===== config.mk =====
export PLATFORM = sky130hd
export DESIGN_NAME = cpusc_core
export DESIGN_NICKNAME = d
export VERILOG_FILES = /design/src/inc/cpusc_pkg.sv /design/src/logic/cpusc_core.sv
export SDC_FILE = /design/constraint.sdc
export NUM_CORES = 1
export LEC_CHECK = 0
export BUFFER_PORTS_ARGS = -buffer_cell sky130_fd_sc_hd__buf_2
export CELL_PAD_IN_SITES_DETAIL_PLACEMENT = 0
export CELL_PAD_IN_SITES_GLOBAL_PLACEMENT = 1
export CORE_MARGIN = 5
export CORE_UTILIZATION = 30
export DETAILED_ROUTE_END_ITERATION = 12
export GPL_TIMING_DRIVEN = 1
export PLACE_DENSITY = 0.78
export SLEW_MARGIN = 5
export SYNTH_ARGS = -nofsm -noshare
export SYNTH_HDL_FRONTEND = slang
export SYNTH_SLANG_ARGS = --single-unit

===== constraint.sdc =====
create_clock -name clk_i -period 7.04 [get_ports clk_i]
set_input_delay 1.408 -clock clk_i [delete_from_list [all_inputs] [get_ports clk_i]]
set_output_delay 1.408 -clock clk_i [all_outputs]
set_load 0.01 [all_outputs]

===== src/inc/cpusc_pkg.sv =====
// Constants and carriers for the CPU status and core control block.
// Assumes one clock and a plain register port beside the CPU datapath.
package cpusc_pkg;
  localparam int unsigned CPUSC_AW = 4;
  localparam logic [3:0] CPUSC_STATUS_OFS = 4'h0;
  localparam logic [3:0] CPUSC_CORE_OFS = 4'h1;
  // Status bit positions
  localparam int unsigned ST_OVA = 15;
  localparam int unsigned ST_OVB = 14;
  localparam int unsigned ST_FIRST_ACC_CLAMP_ENABLE = 13;
  localparam int unsigned ST_SECOND_ACC_CLAMP_ENABLE = 12;
  localparam int unsigned ST_OVAB = 11;
  localparam int unsigned ST_SATAB = 10;
  localparam int unsigned ST_LOOP = 9;
  localparam int unsigned ST_DC = 8;
  localparam int unsigned ST_PRI_HI = 7;
  localparam int unsigned ST_PRI_LO = 5;
  localparam int unsigned ST_REP = 4;
  localparam int unsigned ST_NEG = 3;
  localparam int unsigned ST_OV = 2;
  localparam int unsigned ST_Z = 1;
  localparam int unsigned ST_C = 0;
  // Core control bit positions
  localparam int unsigned CC_US = 12;
  localparam int unsigned CC_EXIT = 11;
  localparam int unsigned CC_DL_HI = 10;
  localparam int unsigned CC_DL_LO = 8;
  localparam int unsigned CC_FIRST_ACC_CLAMP_ENABLE = 7;
  localparam int unsigned CC_SECOND_ACC_CLAMP_ENABLE = 6;
  localparam int unsigned CC_STORE_CLAMP_ENABLE = 5;
  localparam int unsigned CC_CLAMP_WIDTH_SELECT = 4;
  localparam int unsigned CC_PTOP = 3;
  localparam int unsigned CC_PSV = 2;
  localparam int unsigned CC_RND = 1;
  localparam int unsigned CC_INT = 0;
  localparam logic [2:0] CPUSC_PRI_MAX = 3'h7;
  localparam logic STORE_CLAMP_RST = 1'b1;

  typedef enum logic [2:0] {
    CPUSC_OP_ADD,
    CPUSC_OP_SUB,
    CPUSC_OP_AND,
    CPUSC_OP_OR,
    CPUSC_OP_XOR,
    CPUSC_OP_SHL,
    CPUSC_OP_SHR
  } cpusc_op_t;

  typedef struct packed {
    logic valid;
    cpusc_op_t op;
    logic byte_mode;
    logic carry_in;
    logic [15:0] a;
    logic [15:0] b;
  } cpusc_alu_req_t;

  typedef struct packed {
    logic valid;
    logic [39:0] first_accumulator;
    logic [39:0] second_accumulator;
    logic first_sat;
    logic second_sat;
  } cpusc_acc_evt_t;

  typedef struct packed {
    logic mult_unsigned_sel;
    logic first_acc_clamp_enable;
    logic second_acc_clamp_enable;
    logic store_clamp_enable;
    logic clamp_width_select;
    logic progspace_window_enable;
    logic rounding_style;
    logic mult_integer_sel;
  } cpusc_dsp_mode_t;
endpackage : cpusc_pkg


===== src/logic/cpusc_core.sv =====
// CPU status and core control: ALU flags, accumulator overflow and
// saturation flags, loop indicators, priority level and DSP modes.
// Assumes the CPU datapath drives events on clk_i; registers are reached
// over a plain port with read data one cycle after the read strobe.
//
// Operation
// - Status bits 15 and 14 report first and second accumulator overflow.
// - Saturation bits 13 and 12 are sticky; software may clear, never set.
// - Bit 11 ORs overflow bits; bit 10 ORs saturation bits.
// - Clearing bit 10 clears both accumulator saturation bits.
// - Digit carry takes carry from bit 4 (byte) or bit 8 (word).
// - Priority level is top bit plus three status bits; gates interrupts.
// - Low priority bits ignore writes while nesting disable is set.
// - Signed overflow bit set when result sign wrongly changes.
// - Zero bit cleared by non-zero result; a zero result never clears.
// - Carry bit takes carry from result MSB at 8 or 16 bits.
// - Carry and digit carry act as inverted borrows for subtraction (1 means no borrow).
// - ALU is 16 bits, two's complement, byte or word width.
// - Core control bit 12 selects unsigned DSP multiplies.
// - Writing 1 to bit 11 ends the DO loop early; reads 0.
// - Core control bits 10-8 show active DO loop nesting depth.
// - Bits 7 and 6 enable accumulator saturation.
// - Bit 5 enables store saturation and resets to one.
// - Bit 4 selects super saturation when set.
// - Bit 3 top priority bit is read and clear only.
// - Bit 1 selects rounding style; bit 0 selects integer multiply.
// - Overflow bits update on every accumulator operation from guard bits.
`timescale 1ns/1ns
module cpusc_core
  import cpusc_pkg::*;
(
  input wire logic clk_i,
  input wire logic rst_i,
  input wire logic [CPUSC_AW-1:0] reg_addr_i,
  input wire logic [15:0] reg_wdata_i,
  input wire logic reg_wr_i,
  input wire logic reg_rd_i,
  output logic [15:0] reg_rdata_o,
  input wire cpusc_alu_req_t alu_req_i,
  output logic [15:0] alu_result_o,
  input wire cpusc_acc_evt_t acc_evt_i,
  input wire logic loop_block_active_i,
  input wire logic single_repeat_active_i,
  input wire logic [2:0] loop_nest_depth_i,
  input wire logic nest_block_disable_i,
  input wire logic pri_load_i,
  input wire logic [3:0] pri_load_val_i,
  output logic early_loop_exit_o,
  output logic [3:0] cpu_priority_o,
  output logic user_irq_disable_o,
  output cpusc_dsp_mode_t dsp_mode_o
);

  ////////////////////////////////////////////////////////////////////////
  // ALU
  logic [16:0] sum;
  logic [4:0] lo_byte;
  logic [8:0] lo_word;
  logic [15:0] res, bx;
  logic cin, arith, carry_bit, dcarry_bit, sign_bit, wrap_bit, res_zero;

  always_comb
  begin
    arith = (alu_req_i.op == CPUSC_OP_ADD) || (alu_req_i.op == CPUSC_OP_SUB);
    // Subtract as a + ~b + cin; carry out then means no borrow
    bx = (alu_req_i.op == CPUSC_OP_SUB) ? ~alu_req_i.b : alu_req_i.b;
    cin = alu_req_i.carry_in;
    sum = {1'b0, alu_req_i.a} + {1'b0, bx} + {16'h0000, cin};
    lo_byte = {1'b0, alu_req_i.a[3:0]} + {1'b0, bx[3:0]} + {4'h0, cin};
    lo_word = {1'b0, alu_req_i.a[7:0]} + {1'b0, bx[7:0]} + {8'h00, cin};
    res = 16'h0000;
    carry_bit = 1'b0;
    case (alu_req_i.op)
      CPUSC_OP_ADD,
      CPUSC_OP_SUB:
        res = sum[15:0];
      CPUSC_OP_AND:
        res = alu_req_i.a & alu_req_i.b;
      CPUSC_OP_OR:
        res = alu_req_i.a | alu_req_i.b;
      CPUSC_OP_XOR:
        res = alu_req_i.a ^ alu_req_i.b;
      CPUSC_OP_SHL:
      begin
        res = {alu_req_i.a[14:0], 1'b0};
        carry_bit = alu_req_i.byte_mode ? alu_req_i.a[7] : alu_req_i.a[15];
      end
      CPUSC_OP_SHR:
      begin
        res = alu_req_i.byte_mode ? {9'h0, alu_req_i.a[7:1]} :
          {1'b0, alu_req_i.a[15:1]};
        carry_bit = alu_req_i.a[0];
      end
      default:
        res = 16'h0000;
    endcase
    if (alu_req_i.byte_mode)
    begin
      res[15:8] = 8'h00;
    end
    if (arith)
    begin
      // Byte carry is the carry into bit 8 of the full sum
      carry_bit = alu_req_i.byte_mode ? lo_word[8] : sum[16];
    end
    dcarry_bit = alu_req_i.byte_mode ? lo_byte[4] : lo_word[8];
    sign_bit = alu_req_i.byte_mode ? res[7] : res[15];
    wrap_bit = alu_req_i.byte_mode ?
      ((alu_req_i.a[7] == bx[7]) && (res[7] != alu_req_i.a[7])) :
      ((alu_req_i.a[15] == bx[15]) && (res[15] != alu_req_i.a[15]));
    wrap_bit = wrap_bit && arith;
    res_zero = (res == 16'h0000);
  end

  always_ff @(posedge clk_i)
  begin
    if (rst_i)
      alu_result_o <= 16'h0000;
    else if (alu_req_i.valid)
      alu_result_o <= res;
  end

  ////////////////////////////////////////////////////////////////////////
  // Status flag registers
  logic carry_r, nibble_byte_carry_r, neg_r, signed_wrap_flag_r, zero_r;
  logic first_acc_guard_overflow_r, second_acc_guard_overflow_r;
  logic first_acc_clamped_sticky_r, second_acc_clamped_sticky_r;
  logic [2:0] cpu_priority_low_r;
  logic cpu_priority_top_r, st_wr, cc_wr;
  assign st_wr = reg_wr_i && (reg_addr_i == CPUSC_STATUS_OFS);
  assign cc_wr = reg_wr_i && (reg_addr_i == CPUSC_CORE_OFS);
  // Hardware results take priority over software writes of ALU flags
  always_ff @(posedge clk_i)
  begin
    if (rst_i)
    begin
      carry_r <= 1'b0;
      nibble_byte_carry_r <= 1'b0;
      neg_r <= 1'b0;
      signed_wrap_flag_r <= 1'b0;
    end
    else if (alu_req_i.valid)
    begin
      carry_r <= carry_bit;
      nibble_byte_carry_r <= arith ? dcarry_bit : nibble_byte_carry_r;
      neg_r <= sign_bit;
      signed_wrap_flag_r <= wrap_bit;
    end
    else if (st_wr)
    begin
      carry_r <= reg_wdata_i[ST_C];
      nibble_byte_carry_r <= reg_wdata_i[ST_DC];
      neg_r <= reg_wdata_i[ST_NEG];
      signed_wrap_flag_r <= reg_wdata_i[ST_OV];
    end
  end

  // Zero flag: non-zero result clears, zero result leaves it alone
  always_ff @(posedge clk_i)
  begin
    if (rst_i)
      zero_r <= 1'b0;
    else if (alu_req_i.valid)
    begin
      if (!res_zero)
        zero_r <= 1'b0;
    end
    else if (st_wr)
      zero_r <= reg_wdata_i[ST_Z];
  end

  always_ff @(posedge clk_i)
  begin
    if (rst_i)
    begin
      first_acc_guard_overflow_r <= 1'b0;
      second_acc_guard_overflow_r <= 1'b0;
    end
    else if (acc_evt_i.valid)
    begin
      // Guard bits 39..31 not all equal means overflow into the guard
      first_acc_guard_overflow_r <=
        !((&acc_evt_i.first_accumulator[39:31]) ||
          (~|acc_evt_i.first_accumulator[39:31]));
      second_acc_guard_overflow_r <=
        !((&acc_evt_i.second_accumulator[39:31]) ||
          (~|acc_evt_i.second_accumulator[39:31]));
    end
  end

  // Saturation: set wins over a software clear in the same cycle
  logic clr_sat_a, clr_sat_b;
  assign clr_sat_a = st_wr &&
    (!reg_wdata_i[ST_FIRST_ACC_CLAMP_ENABLE] || !reg_wdata_i[ST_SATAB]);
  assign clr_sat_b = st_wr &&
    (!reg_wdata_i[ST_SECOND_ACC_CLAMP_ENABLE] || !reg_wdata_i[ST_SATAB]);

  always_ff @(posedge clk_i)
  begin
    if (rst_i)
    begin
      first_acc_clamped_sticky_r <= 1'b0;
      second_acc_clamped_sticky_r <= 1'b0;
    end
    else
    begin
      if (acc_evt_i.valid && acc_evt_i.first_sat)
        first_acc_clamped_sticky_r <= 1'b1;
      else if (clr_sat_a)
        first_acc_clamped_sticky_r <= 1'b0;
      if (acc_evt_i.valid && acc_evt_i.second_sat)
        second_acc_clamped_sticky_r <= 1'b1;
      else if (clr_sat_b)
        second_acc_clamped_sticky_r <= 1'b0;
    end
  end

  // Priority level; the CPU may load it on exception entry and return
  always_ff @(posedge clk_i)
  begin
    if (rst_i)
      cpu_priority_low_r <= 3'h0;
    else if (pri_load_i)
      cpu_priority_low_r <= pri_load_val_i[2:0];
    else if (st_wr && !nest_block_disable_i)
      cpu_priority_low_r <= reg_wdata_i[ST_PRI_HI:ST_PRI_LO];
  end

  always_ff @(posedge clk_i)
  begin
    if (rst_i)
      cpu_priority_top_r <= 1'b0;
    else if (pri_load_i)
      cpu_priority_top_r <= pri_load_val_i[3];
    else if (cc_wr && !reg_wdata_i[CC_PTOP])
      cpu_priority_top_r <= 1'b0;
  end

  assign cpu_priority_o = {cpu_priority_top_r, cpu_priority_low_r};
  assign user_irq_disable_o = cpu_priority_top_r ||
    (cpu_priority_low_r == CPUSC_PRI_MAX);

  ////////////////////////////////////////////////////////////////////////
  // Core control modes
  cpusc_dsp_mode_t mode_r;

  always_ff @(posedge clk_i)
  begin
    if (rst_i)
      mode_r <= '{store_clamp_enable: STORE_CLAMP_RST,
        default: 1'b0};
    else if (cc_wr)
    begin
      mode_r.mult_unsigned_sel <= reg_wdata_i[CC_US];
      mode_r.first_acc_clamp_enable <= reg_wdata_i[CC_FIRST_ACC_CLAMP_ENABLE];
      mode_r.second_acc_clamp_enable <= reg_wdata_i[CC_SECOND_ACC_CLAMP_ENABLE];
      mode_r.store_clamp_enable <= reg_wdata_i[CC_STORE_CLAMP_ENABLE];
      mode_r.clamp_width_select <= reg_wdata_i[CC_CLAMP_WIDTH_SELECT];
      mode_r.progspace_window_enable <= reg_wdata_i[CC_PSV];
      mode_r.rounding_style <= reg_wdata_i[CC_RND];
      mode_r.mult_integer_sel <= reg_wdata_i[CC_INT];
    end
  end

  assign dsp_mode_o = mode_r;

  // Early exit request is a one-cycle pulse; the bit itself reads 0
  always_ff @(posedge clk_i)
  begin
    if (rst_i)
      early_loop_exit_o <= 1'b0;
    else
      early_loop_exit_o <= cc_wr && reg_wdata_i[CC_EXIT];
  end

  ////////////////////////////////////////////////////////////////////////
  // Register read
  logic [15:0] status_view, core_view;

  always_comb
  begin
    status_view = 16'h0000;
    status_view[ST_OVA] = first_acc_guard_overflow_r;
    status_view[ST_OVB] = second_acc_guard_overflow_r;
    status_view[ST_FIRST_ACC_CLAMP_ENABLE] = first_acc_clamped_sticky_r;
    status_view[ST_SECOND_ACC_CLAMP_ENABLE] = second_acc_clamped_sticky_r;
    status_view[ST_OVAB] = first_acc_guard_overflow_r ||
      second_acc_guard_overflow_r;
    status_view[ST_SATAB] = first_acc_clamped_sticky_r ||
      second_acc_clamped_sticky_r;
    status_view[ST_LOOP] = loop_block_active_i;
    status_view[ST_DC] = nibble_byte_carry_r;
    status_view[ST_PRI_HI:ST_PRI_LO] = cpu_priority_low_r;
    status_view[ST_REP] = single_repeat_active_i;
    status_view[ST_NEG] = neg_r;
    status_view[ST_OV] = signed_wrap_flag_r;
    status_view[ST_Z] = zero_r;
    status_view[ST_C] = carry_r;
    core_view = 16'h0000;
    core_view[CC_US] = mode_r.mult_unsigned_sel;
    core_view[CC_DL_HI:CC_DL_LO] = loop_nest_depth_i;
    core_view[CC_FIRST_ACC_CLAMP_ENABLE] = mode_r.first_acc_clamp_enable;
    core_view[CC_SECOND_ACC_CLAMP_ENABLE] = mode_r.second_acc_clamp_enable;
    core_view[CC_STORE_CLAMP_ENABLE] = mode_r.store_clamp_enable;
    core_view[CC_CLAMP_WIDTH_SELECT] = mode_r.clamp_width_select;
    core_view[CC_PTOP] = cpu_priority_top_r;
    core_view[CC_PSV] = mode_r.progspace_window_enable;
    core_view[CC_RND] = mode_r.rounding_style;
    core_view[CC_INT] = mode_r.mult_integer_sel;
  end

  always_ff @(posedge clk_i)
  begin
    if (rst_i)
      reg_rdata_o <= 16'h0000;
    else if (reg_rd_i && reg_addr_i == CPUSC_STATUS_OFS)
      reg_rdata_o <= status_view;
    else if (reg_rd_i && reg_addr_i == CPUSC_CORE_OFS)
      reg_rdata_o <= core_view;
    else
      reg_rdata_o <= 16'h0000;
  end

  ////////////////////////////////////////////////////////////////////////
  // Assertions
  property p_sat_never_set_by_sw;
    @(posedge clk_i) disable iff (rst_i)
    (!first_acc_clamped_sticky_r && !(acc_evt_i.valid && acc_evt_i.first_sat))
      |=> !first_acc_clamped_sticky_r;
  endproperty
  a_sat_never_set_by_sw: assert property (p_sat_never_set_by_sw)
    else $error("first saturation bit set without event");
  property p_sat_sticky;
    @(posedge clk_i) disable iff (rst_i)
    (acc_evt_i.valid && acc_evt_i.second_sat) |=> second_acc_clamped_sticky_r;
  endproperty
  a_sat_sticky: assert property (p_sat_sticky)
    else $error("second saturation event lost");
  property p_combined_clear;
    @(posedge clk_i) disable iff (rst_i)
    (st_wr && !reg_wdata_i[ST_SATAB] && !acc_evt_i.valid) |=>
      !first_acc_clamped_sticky_r && !second_acc_clamped_sticky_r;
  endproperty
  a_combined_clear: assert property (p_combined_clear)
    else $error("combined clear left a saturation bit");
  property p_zero_hold;
    @(posedge clk_i) disable iff (rst_i)
    (alu_req_i.valid && res_zero) |=> zero_r == $past(zero_r);
  endproperty
  a_zero_hold: assert property (p_zero_hold)
    else $error("zero result changed zero flag");
  property p_zero_clear;
    @(posedge clk_i) disable iff (rst_i)
    (alu_req_i.valid && !res_zero) |=> !zero_r;
  endproperty
  a_zero_clear: assert property (p_zero_clear)
    else $error("non-zero result left zero flag");
  property p_pri_locked;
    @(posedge clk_i) disable iff (rst_i)
    (st_wr && nest_block_disable_i && !pri_load_i) |=>
      $stable(cpu_priority_low_r);
  endproperty
  a_pri_locked: assert property (p_pri_locked)
    else $error("priority changed while locked");
  property p_pri_load;
    @(posedge clk_i) disable iff (rst_i)
    pri_load_i |=> cpu_priority_o == $past(pri_load_val_i);
  endproperty
  a_pri_load: assert property (p_pri_load)
    else $error("priority level load not taken");
  property p_top_clear_only;
    @(posedge clk_i) disable iff (rst_i)
    (!cpu_priority_top_r && !pri_load_i) |=> !cpu_priority_top_r;
  endproperty
  a_top_clear_only: assert property (p_top_clear_only)
    else $error("top priority bit set by software");
  property p_exit_pulse;
    @(posedge clk_i) disable iff (rst_i)
    (cc_wr && reg_wdata_i[CC_EXIT]) |=> early_loop_exit_o ##1
      (early_loop_exit_o == $past(cc_wr && reg_wdata_i[CC_EXIT]));
  endproperty
  a_exit_pulse: assert property (p_exit_pulse)
    else $error("early exit pulse wrong");
  property p_core_read;
    @(posedge clk_i) disable iff (rst_i)
    (reg_rd_i && reg_addr_i == CPUSC_CORE_OFS) |=>
      reg_rdata_o[15:13] == 3'h0 && !reg_rdata_o[CC_EXIT] &&
      reg_rdata_o[CC_DL_HI:CC_DL_LO] == $past(loop_nest_depth_i);
  endproperty
  a_core_read: assert property (p_core_read)
    else $error("core control read wrong");

endmodule : cpusc_core


==> summary.txt <==
Status
  • Status: finished, final reports clean

Yosys
  • EDFF count, synth: 0
  • Synth area leader: dfxtp_1
  • Mapped Cells: between 500 and 600
  • Post-synthesis sequential area ratio: 23.2%
  • Post-synth ARST share: 0%
  • Yosys top cell area share: 23.2%
  • Yosys cell types: 73
  • Yosys reg bits: 54
  • Post-synthesis net count: approximately 780
  • Area contributors post-synth: dfxtp_1 (23%), ha_1 (13%), mux2i_1 (8.4%)
  • Ys Warns: 0
  • Top cells by count, synth: nor2_1 (64), dfxtp_1 (54), ha_1 (47)
  • Primary FF master, synth: dfxtp_1
  • Most frequent cell after synthesis: nor2_1
  • Average size of a mapped cell: slightly above 8 um2
  • Synthesized area: about 4700 um2

Clock tree
  • TritonCTS Buffers: 5
  • CTS tree: done
  • CTS sink cnt: 54
  • CTS H-tree lvls: 2
  • Clock root buffer: clkbuf_16
  • Clk buf depth: 2
  • Hold_buf cts: 0
  • Setup bufs post-CTS: 0
  • Worst-path clk slew: 70 ps
  • CTS resizes: 0
  • Worst-Skew Late Latency: between 200 and 300 ps

Placement
  • Post-DP HPWL: about 11 mm
  • GP Congestion: ~0.85
  • Port bufs: approximately 140

Critical path
  • Critical path arrival: 6020 ps
  • Critical Path End Type: register
  • Worst EP required: roughly 7300 ps
  • WS Path Type: in -> reg
  • Startpoint Class: input port
  • Largest fanout on the critical path: 28

Timing
  • Unrepaired setup endpoints after global routing: false
  • Fin. Hold Viols: 0
  • Min Tclk post-route: between 5000 and 6000 ps
  • FMAX: 173 MHz
  • Setup Skew: 2.49 ps
  • Slew Viols, Final: 0
  • Final setup fails: 0
  • Fin crit share: between 80 and 90%
  • Relative slew slack: between 30% and 40%
  • Setup TNS: 0 ps
  • Least-Margin Pin Slew: a little under 1000 ps

Floorplanning
  • Die W: 135 um
  • Die area: between 15000 and 20000 um2
  • FP Rows: 45
  • I/O pins: 202
  • Die Ht: approximately 130 um
  • Initial core utilization: a little under a third
  • Core area: approximately 15000 um2

Global routing
  • Vias in the first global route: around 4400
  • Initial antenna violation count: 0
  • Largest net degree at the start of global routing: 49
  • GRT Total Usage: between 15 and 20%
  • First-pass GRT wire length: around 23 mm
  • Gr ovfl total: 0

Power
  • PwrDens: between 150 and 200 nW/um2
  • Peak supply drop: 0.0926 mV
  • Power, Total: roughly 0.9 mW
  • Pleak: about 2.6 nW

Drt
  • Via count of the routed design: about 4500
  • Antenna Violating Nets Remaining: 0
  • Drt first pass iters: 7
  • Drt total wl: about 14 mm
  • DR iter-0 viols: ~260
  • DRC Markers: 0
  • Vias/cell: 5.18
  • Avg WL per Cell: between 15 and 20 um

Flow run
  • Max Cap Viol: 0

Final layout
  • Fillcell total: 1607
  • Area delta synth->final: 19.2%
  • Layout Nets: about 900
  • Antenna cells: 0
  • Layout cells sized above 1: around a quarter

Hold path
  • HP Class: reg -> reg
cells by family after synthesis:
| family | Yosys count | share of synthesized area, % |
|---|---|---|
| XOR/XNOR | 25 | 4.70 |
| multiplexers | 44 | 9.68 |
| buffers and inverters | 83 | 8.39 |
| AND/OR/NAND/NOR | 181 | 19.2 |
| adder cells (fa/ha/maj) | 49 | 13.5 |
| flip-flops | 54 | 23.2 |
| AO/OA/AOI/OAI | 138 | 21.3 |
path summary, 6_finish.rpt:
check / start / endpoint / slack, ps / depth (start not counted)
min reg2reg: alu_result_o[3] / alu_result_o[3] / 470 / 2
max: alu_req_i[35] / zero_r / 1260 / 15
max reg2reg: zero_r / zero_r / 5520 / 6
min: alu_result_o[3] / alu_result_o[3] / 470 / 2
power breakdown:
| part | internal (mW) | leakage [nW] | switching, mW |
|---|---|---|---|
| clock | 0.170 | 0.0819 | 0.112 |
| combinational | 0.121 | 2.12 | 0.172 |
| sequential | 0.318 | 0.441 | 0.00715 |
| total | 0.609 | 2.64 | 0.292 |
routing by layer:
layer | track usage, % | vias up | part of all wire [%]
met3 | 2.68 | 11 | 7.8
met2 | 25.6 | 189 | 44
li1 | - | 2271 | -
met4 | 2.88 | 0 | 1.0
met5 | 0 | - | 0
met1 | 21.5 | 2038 | 47
sequential cells by signal, indices dropped and copies added (netlist names):
register                     flops
neg_r                            1
zero_r                           1
early_loop_exit_o                1
alu_result_o                    16
cpu_priority_top_r               1
signed_wrap_flag_r               1
second_acc_guard_overflow_r      1
dsp_mode_o                       8
first_acc_guard_overflow_r       1
second_acc_clamped_sticky_r      1
reg_rdata_o                     16
cpu_priority_low_r               3
carry_r                          1
first_acc_clamped_sticky_r       1
nibble_byte_carry_r              1
final cells by class:
| type | count | area, um2 | share of cell area, % |
|---|---|---|---|
| Clock buffer | 5 | 125 | 2.25 |
| Clock inverter | 3 | 48.8 | 0.879 |
| Timing Repair Buffer | 140 | 711 | 12.8 |
| Inverter | 44 | 165 | 2.98 |
| Multi-Input combinational cell | 437 | 3180 | 57.4 |
| Tap cell | 188 | 235 | 4.24 |
| Sequential cell | 54 | 1080 | 19.5 |
critical path, cell delays in order:
cell and delay [ps]:
buf_2 270, nor2_1 780, and2_1 300, buf_4 310, xnor2_1 190, inv_1 80, fa_1 420, nand2b_1 180
a21oi_1 390, mux2_2 390, o31ai_1 490, nand4bb_1 170, nor4_1 260, and4_1 220, a31o_1 130
cell usage in the layout (no fill, tap or decap), types with 20 or more instances in the layout:
| cell | netlist | layout |
|---|---|---|
| a21oi_1 | 33 | 33 |
| xnor2_1 | 20 | 20 |
| dfxtp_1 | 54 | 54 |
| nand2_1 | 36 | 36 |
| inv_1 | 44 | 44 |
| o21ai_0 | 20 | 20 |
| nor2_1 | 64 | 64 |
| buf_2 | 12 | 136 |
| ha_1 | 47 | 47 |
| mux2i_1 | 39 | 39 |
stage by stage:
step           util [%]  setup slack, ps  instance area [um2]  hold slack, ps  cells
2_1_floorplan         -             1640                 4650             445    574
3_3_place_gp       35.4             1020                 5380             453    863
3_5_place_dp       35.4             1020                 5380             462    863
4_1_cts            36.5             1320                 5550             475    871
5_1_grt            36.5              899                 5550             490    871
6_report           36.5             1260                 5550             471    871
Note: power is estimated with default switching activity, not from simulation.
